**src/hw/sfw_defs.svh**
```systemverilog
`ifndef SFW_DEFS_SVH
`define SFW_DEFS_SVH
// ==========================================================================
// Command codes
`define SFW_CMD_WREN 8'h06
`define SFW_CMD_WORD_RD 8'hE7
`define SFW_CMD_OCT_RD 8'hE3
`define SFW_CMD_SET_PARAM 8'hC0
`define SFW_CMD_WRAP_RD 8'h0C
`define SFW_CMD_SET_WRAP 8'h77
`define SFW_CMD_PAGE_CLR 8'h81
`define SFW_CMD_SECT_CLR 8'h20
// ==========================================================================
// Frame lengths, counted in bits received
`define SFW_BYTE_BITS 6'h08
`define SFW_ADDR_BITS 6'h18
`define SFW_QUAD_STEP 6'h04
`define SFW_SINGLE_STEP 6'h01
`define SFW_WORD_DUMMY 6'h02
`define SFW_CONT_KEEP 2'h2
// ==========================================================================
// Field positions and reset values
`define SFW_WRAP_OFF_POS 4
`define SFW_WRAP_SIZE_HI 6
`define SFW_WRAP_SIZE_LO 5
`define SFW_PDUMMY_HI 5
`define SFW_PDUMMY_LO 4
`define SFW_PWRAP_HI 1
`define SFW_PWRAP_LO 0
`define SFW_WRAP_OFF_RST 1'h1
`define SFW_FIELD_RST 2'h0
`define SFW_WRAP_BASE_MASK 24'h000007
`define SFW_ADDR_ONE 24'h000001
// ==========================================================================
// Dummy clocks per read-parameter encoding
`define SFW_QDUMMY_00 6'h0A
`define SFW_QDUMMY_01 6'h04
`define SFW_QDUMMY_10 6'h06
`define SFW_QDUMMY_11 6'h08
// ==========================================================================
// Timing
`define SFW_CLK_PERIOD_NS 4
`define SFW_PAGE_CLEAR_TIME_US 20
`define SFW_SECT_CLEAR_TIME_US 50
`define SFW_PAGE_CLEAR_CYC ((`SFW_PAGE_CLEAR_TIME_US * 1000 + `SFW_CLK_PERIOD_NS - 1) / `SFW_CLK_PERIOD_NS)
`define SFW_SECT_CLEAR_CYC ((`SFW_SECT_CLEAR_TIME_US * 1000 + `SFW_CLK_PERIOD_NS - 1) / `SFW_CLK_PERIOD_NS)
`endif

```
**src/hw/sfw_pkg.sv**
```systemverilog
// ==========================================================================
// Shared types
package sfw_pkg;
  typedef enum logic [3:0] {
    SFW_IDLE  = 4'h0,
    SFW_CMD   = 4'h1,
    SFW_ADDR  = 4'h3,
    SFW_MODE  = 4'h2,
    SFW_DUMMY = 4'h6,
    SFW_DATA  = 4'h7,
    SFW_PARAM = 4'h5,
    SFW_ARM   = 4'h4,
    SFW_SKIP  = 4'hC
  } sfw_phase_t;
  typedef logic [3:0] sfw_nib_t;
endpackage : sfw_pkg

```
**src/hw/sfw_core.sv**
```systemverilog
`timescale 1ns/10ps
`default_nettype none
`include "sfw_defs.svh"
// Behaviour
// - Word read takes even address; two dummy clocks follow the mode byte.
// - Read address advances by one after every byte shifted out.
// - Word read is taken only while the quad permit bit is set.
// - Continuation bits 10 make the next word read start at the address.
// - Other continuation bits return decoding to a full command byte.
// - With wrap on, output wraps inside the aligned section until select rises.
// - Wrap-off bit zero enables wrap; one disables it and is the reset value.
// - Wrap size field selects 8, 16, 32 or 64 byte sections.
// - Stored wrap governs all later standard-mode word reads until changed.
// - Octal word read needs aligned address, no dummy, permit bit set.
// - Octal mode byte upper nibble decides continuation; lower nibble ignored.
// - Read-parameter command sets dummy clocks 10, 4, 6 or 8.
// - Read-parameter command sets wrap length 8, 16, 32 or 64.
// - Read parameters survive a change into four-wire command mode.
// - Four-wire wrap read is a fast read that wraps using read parameters.
// - Write enable sets the latch; erases need the latch set beforehand.
// - Page clear takes three address bytes and clears the addressed page.
// - Sector clear takes three address bytes and clears the addressed sector.
// - Select must rise right after the last address bit or erase is dropped.
// - Valid erase starts on select rise; busy during it; latch clears early.
// - Erase of a protected target is not executed.
module sfw_core #(
  parameter int unsigned PAGE_CLEAR_CYC = `SFW_PAGE_CLEAR_CYC,
  parameter int unsigned SECT_CLEAR_CYC = `SFW_SECT_CLEAR_CYC,
  parameter int unsigned BUSY_W = 24
) (
  input wire logic mclk_i,
  input wire logic rstn_i,
  input wire logic ce_i,
  input wire logic sclk_i,
  input wire logic cs_n_i,
  input wire logic [3:0] io_i,
  output logic [3:0] io_o,
  output logic [3:0] io_oe_o,
  input wire logic quad_io_permit_bit_i,
  input wire logic four_wire_command_mode_i,
  input wire logic [4:0] protect_level_bits_i,
  input wire logic region_protected_i,
  input wire logic [7:0] rd_data_i,
  output logic [23:0] mem_addr_o,
  output logic erase_start_o,
  output logic erase_sector_o,
  output logic write_latch_flag_o,
  output logic busy_flag_o,
  output logic cont_mode_o,
  output logic wrap_off_bit_o,
  output logic [1:0] wrap_size_field_o,
  output logic [1:0] qpi_dummy_field_o,
  output logic [1:0] qpi_wrap_field_o
);
  import sfw_pkg::*;
  // ========================================================================
  // Helpers
  function automatic logic [5:0] dummy_clks(input logic [1:0] f);
    case (f)
      2'h0: return `SFW_QDUMMY_00;
      2'h1: return `SFW_QDUMMY_01;
      2'h2: return `SFW_QDUMMY_10;
      default: return `SFW_QDUMMY_11;
    endcase
  endfunction
  function automatic logic [23:0] next_addr(input logic [23:0] a, input logic en,
                                            input logic [1:0] sz);
    logic [23:0] m;
    logic [23:0] inc;
    m = (`SFW_WRAP_BASE_MASK << sz) | `SFW_WRAP_BASE_MASK;
    inc = a + `SFW_ADDR_ONE;
    if (en) begin
      return (a & ~m) | (inc & m);
    end
    return inc;
  endfunction
  // ========================================================================
  // Pin synchronisers
  // The serial clock is oversampled, so every pin takes two flops before use.
  logic sclk_s1_q, sclk_s2_q, sclk_s3_q;
  logic cs_s1_q, cs_s2_q, cs_s3_q;
  sfw_nib_t io_s1_q, io_s2_q;
  always_ff @(posedge mclk_i) begin
    if (!rstn_i) begin
      sclk_s1_q <= 1'h0;
      sclk_s2_q <= 1'h0;
      sclk_s3_q <= 1'h0;
      cs_s1_q <= 1'h1;
      cs_s2_q <= 1'h1;
      cs_s3_q <= 1'h1;
      io_s1_q <= 4'h0;
      io_s2_q <= 4'h0;
    end else if (ce_i) begin
      sclk_s1_q <= sclk_i;
      sclk_s2_q <= sclk_s1_q;
      sclk_s3_q <= sclk_s2_q;
      cs_s1_q <= cs_n_i;
      cs_s2_q <= cs_s1_q;
      cs_s3_q <= cs_s2_q;
      io_s1_q <= io_i;
      io_s2_q <= io_s1_q;
    end
  end
  logic cs_fall, cs_rise, sck_rise, sck_fall;
  assign cs_fall = cs_s3_q & ~cs_s2_q;
  assign cs_rise = ~cs_s3_q & cs_s2_q;
  assign sck_rise = ~cs_s2_q & ~cs_s3_q & sclk_s2_q & ~sclk_s3_q;
  assign sck_fall = ~cs_s2_q & ~cs_s3_q & ~sclk_s2_q & sclk_s3_q;
  // ========================================================================
  // Frame decoding
  sfw_phase_t phase_q;
  logic [7:0] cmd_q, cont_cmd_q;
  logic [31:0] sh_q, sh_nx;
  logic [5:0] cnt_q, tgt_q, cnt_nx;
  logic wide_q, cont_q, wel_q, busy_q, nib_q, sector_q, start_q;
  logic wrap_off_q, wrap_act_q;
  logic [1:0] wrap_size_q, pdummy_q, pwrap_q, wrap_len_q;
  logic done, is_erase, cmd_ok, erase_ok;
  assign sh_nx = wide_q ? {sh_q[27:0], io_s2_q} : {sh_q[30:0], io_s2_q[0]};
  assign cnt_nx = cnt_q + (wide_q ? `SFW_QUAD_STEP : `SFW_SINGLE_STEP);
  assign done = sck_rise && (cnt_nx == tgt_q);
  assign is_erase = (cmd_q == `SFW_CMD_PAGE_CLR) || (cmd_q == `SFW_CMD_SECT_CLR);
  assign erase_ok = cs_rise && (phase_q == SFW_ARM) && wel_q &&
                    !((protect_level_bits_i != 5'h00) && region_protected_i);
  // Decides whether a freshly received command byte other than write enable is taken at all.
  always_comb begin
    cmd_ok = 1'b0;
    if (!busy_q) begin
      case (sh_nx[7:0])
        `SFW_CMD_WORD_RD, `SFW_CMD_OCT_RD: cmd_ok = quad_io_permit_bit_i;
        `SFW_CMD_WRAP_RD, `SFW_CMD_SET_PARAM: cmd_ok = four_wire_command_mode_i;
        `SFW_CMD_SET_WRAP: cmd_ok = !four_wire_command_mode_i;
        `SFW_CMD_PAGE_CLR, `SFW_CMD_SECT_CLR: cmd_ok = 1'b1;
        default: cmd_ok = 1'b0;
      endcase
    end
  end
  always_ff @(posedge mclk_i) begin
    if (!rstn_i) begin
      phase_q <= SFW_IDLE;
      cmd_q <= 8'h00;
      sh_q <= 32'h0000_0000;
      cnt_q <= 6'h00;
      tgt_q <= `SFW_BYTE_BITS;
      wide_q <= 1'b0;
    end else if (ce_i) begin
      if (cs_rise) begin
        phase_q <= SFW_IDLE;
      end else if (cs_fall) begin
        cnt_q <= 6'h00;
        if (cont_q) begin
          phase_q <= SFW_ADDR;
          cmd_q <= cont_cmd_q;
          tgt_q <= `SFW_ADDR_BITS;
          wide_q <= 1'b1;
        end else begin
          phase_q <= SFW_CMD;
          tgt_q <= `SFW_BYTE_BITS;
          wide_q <= four_wire_command_mode_i;
        end
      end else if (sck_rise) begin
        sh_q <= sh_nx;
        cnt_q <= cnt_nx;
        if (done) begin
          cnt_q <= 6'h00;
          case (phase_q)
            SFW_CMD: begin
              cmd_q <= sh_nx[7:0];
              tgt_q <= (sh_nx[7:0] == `SFW_CMD_SET_PARAM) ? `SFW_BYTE_BITS : `SFW_ADDR_BITS;
              wide_q <= four_wire_command_mode_i || (sh_nx[7:0] == `SFW_CMD_WORD_RD) ||
                        (sh_nx[7:0] == `SFW_CMD_OCT_RD);
              if (!cmd_ok) begin
                phase_q <= SFW_SKIP;
              end else if (sh_nx[7:0] == `SFW_CMD_SET_PARAM) begin
                phase_q <= SFW_PARAM;
              end else begin
                phase_q <= SFW_ADDR;
              end
            end
            SFW_ADDR: begin
              if (is_erase) begin
                phase_q <= SFW_ARM;
              end else if (cmd_q == `SFW_CMD_SET_WRAP) begin
                phase_q <= SFW_PARAM;
                tgt_q <= `SFW_BYTE_BITS;
              end else if (cmd_q == `SFW_CMD_WRAP_RD) begin
                phase_q <= SFW_DUMMY;
                tgt_q <= dummy_clks(pdummy_q);
                wide_q <= 1'b0;
              end else begin
                phase_q <= SFW_MODE;
                tgt_q <= `SFW_BYTE_BITS;
              end
            end
            SFW_MODE: begin
              if (cmd_q == `SFW_CMD_OCT_RD) begin
                phase_q <= SFW_DATA;
              end else begin
                phase_q <= SFW_DUMMY;
                tgt_q <= `SFW_WORD_DUMMY;
                wide_q <= 1'b0;
              end
            end
            SFW_DUMMY: phase_q <= SFW_DATA;
            SFW_PARAM: phase_q <= SFW_SKIP;
            SFW_ARM: phase_q <= SFW_SKIP;
            default: phase_q <= phase_q;
          endcase
        end else if (phase_q == SFW_ARM) begin
          phase_q <= SFW_SKIP;
        end
      end
    end
  end
  // ========================================================================
  // Continuation mode
  always_ff @(posedge mclk_i) begin
    if (!rstn_i) begin
      cont_q <= 1'b0;
      cont_cmd_q <= 8'h00;
    end else if (ce_i) begin
      if (done && (phase_q == SFW_MODE)) begin
        cont_q <= (sh_nx[5:4] == `SFW_CONT_KEEP);
        cont_cmd_q <= cmd_q;
      end else if (done && (phase_q == SFW_CMD)) begin
        cont_q <= 1'b0;
      end
    end
  end
  // ========================================================================
  // Stored wrap and read parameters
  // Nothing here looks at the four-wire mode pin, so a mode change keeps them.
  always_ff @(posedge mclk_i) begin
    if (!rstn_i) begin
      wrap_off_q <= `SFW_WRAP_OFF_RST;
      wrap_size_q <= `SFW_FIELD_RST;
      pdummy_q <= `SFW_FIELD_RST;
      pwrap_q <= `SFW_FIELD_RST;
    end else if (ce_i && done && (phase_q == SFW_PARAM)) begin
      if (cmd_q == `SFW_CMD_SET_WRAP) begin
        wrap_off_q <= sh_nx[`SFW_WRAP_OFF_POS];
        wrap_size_q <= sh_nx[`SFW_WRAP_SIZE_HI:`SFW_WRAP_SIZE_LO];
      end else begin
        pdummy_q <= sh_nx[`SFW_PDUMMY_HI:`SFW_PDUMMY_LO];
        pwrap_q <= sh_nx[`SFW_PWRAP_HI:`SFW_PWRAP_LO];
      end
    end
  end
  // ========================================================================
  // Read address and data output
  logic [23:0] addr_q;
  sfw_nib_t lo_q;
  always_ff @(posedge mclk_i) begin
    if (!rstn_i) begin
      addr_q <= 24'h00_0000;
      wrap_act_q <= 1'b0;
      wrap_len_q <= `SFW_FIELD_RST;
      nib_q <= 1'b0;
      lo_q <= 4'h0;
      io_o <= 4'h0;
      io_oe_o <= 4'h0;
    end else if (ce_i) begin
      if (cs_rise || cs_fall) begin
        io_oe_o <= 4'h0;
        nib_q <= 1'b0;
      end else if (done && (phase_q == SFW_ADDR)) begin
        addr_q <= sh_nx[23:0];
        if (cmd_q == `SFW_CMD_WRAP_RD) begin
          wrap_act_q <= 1'b1;
          wrap_len_q <= pwrap_q;
        end else begin
          wrap_act_q <= (cmd_q == `SFW_CMD_WORD_RD) && !four_wire_command_mode_i &&
                        !wrap_off_q;
          wrap_len_q <= wrap_size_q;
        end
      end else if (sck_fall && (phase_q == SFW_DATA)) begin
        io_oe_o <= 4'hF;
        nib_q <= !nib_q;
        if (!nib_q) begin
          io_o <= rd_data_i[7:4];
          lo_q <= rd_data_i[3:0];
        end else begin
          io_o <= lo_q;
          addr_q <= next_addr(addr_q, wrap_act_q, wrap_len_q);
        end
      end
    end
  end
  // ========================================================================
  // Write latch, erase start and busy timer
  logic [BUSY_W-1:0] busy_cnt_q;
  always_ff @(posedge mclk_i) begin
    if (!rstn_i) begin
      wel_q <= 1'b0;
      busy_q <= 1'b0;
      busy_cnt_q <= '0;
      sector_q <= 1'b0;
      start_q <= 1'b0;
    end else if (ce_i) begin
      start_q <= erase_ok;
      if (done && (phase_q == SFW_CMD) && !busy_q && (sh_nx[7:0] == `SFW_CMD_WREN)) begin
        wel_q <= 1'b1;
      end
      if (erase_ok) begin
        busy_q <= 1'b1;
        wel_q <= 1'b0;
        sector_q <= (cmd_q == `SFW_CMD_SECT_CLR);
        busy_cnt_q <= (cmd_q == `SFW_CMD_SECT_CLR) ? BUSY_W'(SECT_CLEAR_CYC) :
                                                     BUSY_W'(PAGE_CLEAR_CYC);
      end else if (busy_q) begin
        busy_cnt_q <= busy_cnt_q - BUSY_W'(1);
        busy_q <= (busy_cnt_q != BUSY_W'(1));
      end
    end
  end
  assign mem_addr_o = addr_q;
  assign erase_start_o = start_q;
  assign erase_sector_o = sector_q;
  assign write_latch_flag_o = wel_q;
  assign busy_flag_o = busy_q;
  assign cont_mode_o = cont_q;
  assign wrap_off_bit_o = wrap_off_q;
  assign wrap_size_field_o = wrap_size_q;
  assign qpi_dummy_field_o = pdummy_q;
  assign qpi_wrap_field_o = pwrap_q;
endmodule // sfw_core
`default_nettype wire

```
**config.mk**
```make
export PLATFORM = sky130hd
export DESIGN_NAME = sfw_core
export DESIGN_NICKNAME = d
export VERILOG_FILES = /design/src/hw/sfw_pkg.sv /design/src/hw/sfw_core.sv
export VERILOG_INCLUDE_DIRS = /design/src /design/src/hw
export SDC_FILE = /design/constraint.sdc
export NUM_CORES = 1
export LEC_CHECK = 0
export BUFFER_PORTS_ARGS = -buffer_cell sky130_fd_sc_hd__buf_2
export CORE_MARGIN = 8
export CORE_UTILIZATION = 40
export CTS_CLUSTER_DIAMETER = 30
export CTS_CLUSTER_SIZE = 28
export DETAILED_ROUTE_END_ITERATION = 8
export REMOVE_ABC_BUFFERS = 1
export SLEW_MARGIN = 20
export SYNTH_ARGS = -nofsm -noshare
export SYNTH_HDL_FRONTEND = slang
export SYNTH_SLANG_ARGS = --single-unit
```
**constraint.sdc**
```tcl
create_clock -name mclk_i -period 4.2 [get_ports mclk_i]
set_clock_uncertainty 0.05 [all_clocks]
set_input_delay 0.21 -clock mclk_i [delete_from_list [all_inputs] [get_ports mclk_i]]
set_output_delay 0.21 -clock mclk_i [all_outputs]
set_load 0.01 [all_outputs]
```
Yosys cells after proc, flatten, opt, wreduce, memory -nomap -nowiden
Cells that the tools add are included.
{ "word_totals": {"wordCells": 225, "output_inout_bits": 44, "reg_bits": 146} }
{ "classes": {"bitwise": 21, "n_reduce_logical": 60, "add_sub_neg": 3, "shifts": 1, "muxes": 75, "n_eq_ne": 33} }
{ "op_table": {"columns": ["operator", "n"], "rows": [
  ["$mux W24", 8],
  ["$mux W6", 10],
  ["$eq A8 B8 Y1 const B", 7],
  ["$and A24 B24 Y24", 2],
  ["$mux W4", 10],
  ["$mux W8", 5],
  ["$mux W1", 27],
  ["$add A24 B1 Y24 const B", 1],
  ["$ne A24 B1 Y1 const B", 1],
  ["$not A24 Y24", 1],
  ["$or A24 B24 Y24", 1],
  ["$shl A3 B2 Y24 const A", 1],
  ["$sub A24 B1 Y24 const B", 1],
  ["$pmux W4 S5", 1],
  ["$pmux W6 S3", 1],
  ["$reduce_bool A2 Y1", 9],
  ["$eq A4 B3 Y1 const B", 4],
  ["$eq A8 B4 Y1 const B", 2],
  ["$eq A8 B6 Y1 const B", 2],
  ["$eq A8 B7 Y1 const B", 2],
  ["$reduce_and A4 Y1", 4],
  ["$logic_and A1 B1 Y1", 15],
  ["$mux W3", 5],
  ["$mux W14", 1],
  ["32 further kinds", 72]
]} }

Longest topological paths before layout
{ "logic_depth": {"depth_word": 14, "depth_mapped": 13, "depth_no_buf": 10} }

Least setup slack after synthesis
Ideal clock, no wire load.
{ "synth_timing": {"path_type": "register to register", "from": "register wide_q", "to": "register addr_q[10], in the netlist mem_addr_o[10]", "arrival_time_ns": 3.185, "required_ns": 4.025, "path_buffers": 2, "setup_slack_ns": 0.840, "setup_time_ns": 0.125, "path_stages_with_launch": 13, "path_cell_list": "dfxtp_1 clkbuf_1 inv_1 ha_1 ha_1 xor3_1 nor4_1 nand4b_1 nor3_2 buf_2 nor2_1 a21boi_0 o22ai_1"} }
{ "synth_between": {"elab_chain_len": 7, "word_cells_on_any_way": 10} }
{ "synth_lines": {"columns": ["element", "line_no", "source"], "rows": [
  ["start: declaration", "sfw_core.sv:115", "logic wide_q, cont_q, wel_q, busy_q, nib_q, sector_q, start_q;"],
  ["start signal: assignment", "sfw_core.sv:159", "wide_q <= four_wire_command_mode_i;"],
  ["start signal: assignment", "sfw_core.sv:170", "wide_q <= four_wire_command_mode_i || (sh_nx[7:0] == `SFW_CMD_WORD_RD) ||"],
  ["$mux W3 (no source line)", null, null],
  ["$add A6 B3 Y6", "sfw_core.sv:120", "assign cnt_nx = cnt_q + (wide_q ? `SFW_QUAD_STEP : `SFW_SINGLE_STEP);"],
  ["$eq A6 B6 Y1", "sfw_core.sv:121", "assign done = sck_rise && (cnt_nx == tgt_q);"],
  ["$logic_and A1 B1 Y1", "sfw_core.sv:121", null],
  ["$logic_and A1 B1 Y1", "sfw_core.sv:266", "end else if (done && (phase_q == SFW_ADDR)) begin"],
  ["$reduce_bool A2 Y1 (no source line)", null, null],
  ["$reduce_and A4 Y1 (no source line)", null, null],
  ["end signal: assignment", "sfw_core.sv:267", "addr_q <= sh_nx[23:0];"],
  ["end signal: assignment", "sfw_core.sv:284", "addr_q <= next_addr(addr_q, wrap_act_q, wrap_len_q);"],
  ["end: declaration", "sfw_core.sv:251", "logic [23:0] addr_q;"]
]} }
Several ways; a longest one is shown, not always the timed one.
A chain may end at the register's enable or synchronous reset.

Worst setup path after layout
{ "layout_timing": {"from": "register wide_q", "to": "register addr_q[6], in the netlist mem_addr_o[6]"} }
The elaborated chain is that of the path after synthesis.

==> run metrics <==
run status finished clean; Port Buf Inserts 68; final core area utilization 0.472; first-pass GRT wire length 34,900 µm; worst IR drop on VDD 299 µV; area delta synth->final 16.1%; Buf+Inv Stages, Crit Path 2; dpl cell area 0.00813 mm²; post_cts resized 0; largest net degree at the start of global routing 42; DR vias 7,102; Placed Cells 1,184; Yosys cell types 76; post-route ant nets 0; most used cell along the critical path buf_4; DR WL/cell 17.4 µm; die area 0.0237 mm²; fill count 1,854; CTS Sinks 141; grt ovf 0; Clk Latency, worst-skew pair 420 ps; Post-synth EDFFs 0; Final Power 3.04 mW; Syn Area/Cell 8.20 µm²; Global Route Usage Sum 0.180; cell area power density 344 mW/mm²; core area 0.0187 mm²; Die Ht 154 µm; Routed WL 21,400 µm; vias in the first global route 6,618; Worst-Margin Slew 862 ps; Synth Cell Area 0.00760 mm²; RSZ-0062 raised after global routing no; worst path required time 4460 ps; hold buffers post-CTS 10; register area share after synthesis 0.371; Setup violations, final 0; Clock power frac 0.507; kind of critical path reg2reg; Logic pwr share 0.046; crit path max fanout 41; CTS tree yes; Final nets 1,015; fmax 288 MHz; dpl ws 767 ps; post-synthesis register bit count 141; internal power 2.36 mW; Final WS setup 732 ps; final hold violation count 0; initial antenna violation count 0; initial drt markers 589; min Tclk post-route 3470 ps; post-route insts no fill 1,225; delay-heaviest family, CP simple AND/OR/NAND/NOR gates; Post-CTS Setup Bufs 0; Max stage delay cell, worst path and4b_1; layout cell share with drive strength beyond 1 0.148; Clk pin slew, worst setup/hold paths 60 ps; clock buffer depth 2; ANT cells 0; HP Class in2reg; Initial Util 0.406; Remaining DRCs 0; slew margin rel. 0.420; Syn Inst Count 927; clock buffer count from CTS 17; Tcrit/Tclk final 0.826; Seq pwr share 0.447; clk root buf clkbuf_16; type of origin of the critical path flop; die width 154 µm; H-tree Lvls 4; Top Ports 69; first drt pass iteration count 5; NetSw 675 µW; Detail Placement HPWL 15,300 µm; switching part of the total 0.222; max-slew violations 0; worst path cell trace buf_4 -> ha_1 -> a31oi_1 -> nor3_1 -> and4b_1 -> nand4_1 -> buf_4 -> nand2_1 -> a21boi_0 -> o31a_1; Crit path largest cell delay 460 ps; R2R Setup Slk 730 ps; CP Capture Type flop; Placer Congestion 0.938; Max Cap Violations 0; ys flop type dfxtp_1; FP Rows 50; cell leakage power 3.23 nW; Async SR Flop Fraction 0; Synth Warn # 0; critical path arrival 3730 ps; DR vias/cell 5.80; Finished Cell Area 0.00883 mm²
kinds of logic (layout without fill, tap and decap cells):
group | Yosys count | in the layout | synth area share
AND/OR/NAND/NOR | 367 | 367 | 0.239
AO/OA/AOI/OAI | 231 | 231 | 0.206
flip-flops | 141 | 141 | 0.371
buffers and inverters | 85 | 149 | 0.0454
multiplexers | 68 | 68 | 0.0910
XOR/XNOR | 24 | 24 | 0.0296
adder cells (fa/ha/maj) | 11 | 11 | 0.0181
tightest hold or removal path: stages:
cell      delay, ps
buf_2            90
mux2i_1         120
a211oi_1         80
placed cells by master, fill, tap and decap left out, types with 17 or more instances in the layout:
cell type  count
clkbuf_16     17
buf_2         68
nand3_1       26
buf_4         20
mux2i_1       59
dfxtp_1      140
o21ai_0       48
a211oi_1      36
nor3_1        29
nand2_1       64
nor2_1       139
a21oi_1       47
inv_1         19
synthesized netlist by cell type (14+ instances only):
| cell type | number | share of area |
|---|---|---|
| o21ai_0 | 48 | 0.032 |
| nand2_1 | 64 | 0.032 |
| a211oi_1 | 36 | 0.036 |
| inv_1 | 20 | 0.0099 |
| mux2i_1 | 59 | 0.078 |
| nor2_1 | 140 | 0.069 |
| a21oi_1 | 47 | 0.031 |
| xnor2_1 | 14 | 0.016 |
| nor3_1 | 29 | 0.019 |
| dfxtp_1 | 141 | 0.37 |
| clkbuf_1 | 48 | 0.024 |
| nand3_1 | 26 | 0.017 |
| nor4_1 | 15 | 0.012 |
routing by layer:
layer  vias up  wire (µm)  track usage
met3        25        964       0.0328
met5         -          0            0
met4         0        329       0.0555
li1       3500          -            -
met1      3376      10500        0.250
met2       201       9550        0.277
final timing paths:
check,startpoint,to,cells after the start
worst max-delay path,wide_q,mem_addr_o[6],10
worst max register to register,wide_q,mem_addr_o[6],10
worst min register to register,erase_sector_o,erase_sector_o,2
worst min-delay path,rd_data_i[5],io_o[1],3
through the flow:
stage | TNS, ps | hold slack [ps]
2_1_floorplan | -136 | 222
3_3_place_gp | 0 | 391
3_5_place_dp | 0 | 403
4_1_cts | 0 | 63.1
5_1_grt | 0 | 76.2
6_report | 0 | 78.1
power groups by stage:
stage / sequential, mW / combinational, mW / clock [mW]
floorplan: 1.39 / 0.0702 / 0
global placement: 1.39 / 0.133 / 0
detailed placement: 1.39 / 0.133 / 0
CTS: 1.36 / 0.140 / 1.56
global route: 1.36 / 0.154 / 1.62
finish: 1.36 / 0.141 / 1.54
final cells by class:
cell class,instances,area (µm²),share of cell area
flip-flops and latches,141,2820,0.320
clock buffers,21,460,0.0522
inverters,20,76.3,0.00865
well taps,234,293,0.0332
clock inverters,10,139,0.0157
repair buffers,98,591,0.0669
multi-input cells,701,4440,0.503
flip-flops by register name (all words and copies together), names as in the netlist, 6 cells and up, named ones only:
signal	count
busy_cnt_q	24
cmd_q	8
mem_addr_o	21
cnt_q	6
cont_cmd_q	8
sh_q	23
No activity file was read; power rests on OpenSTA's default activity.
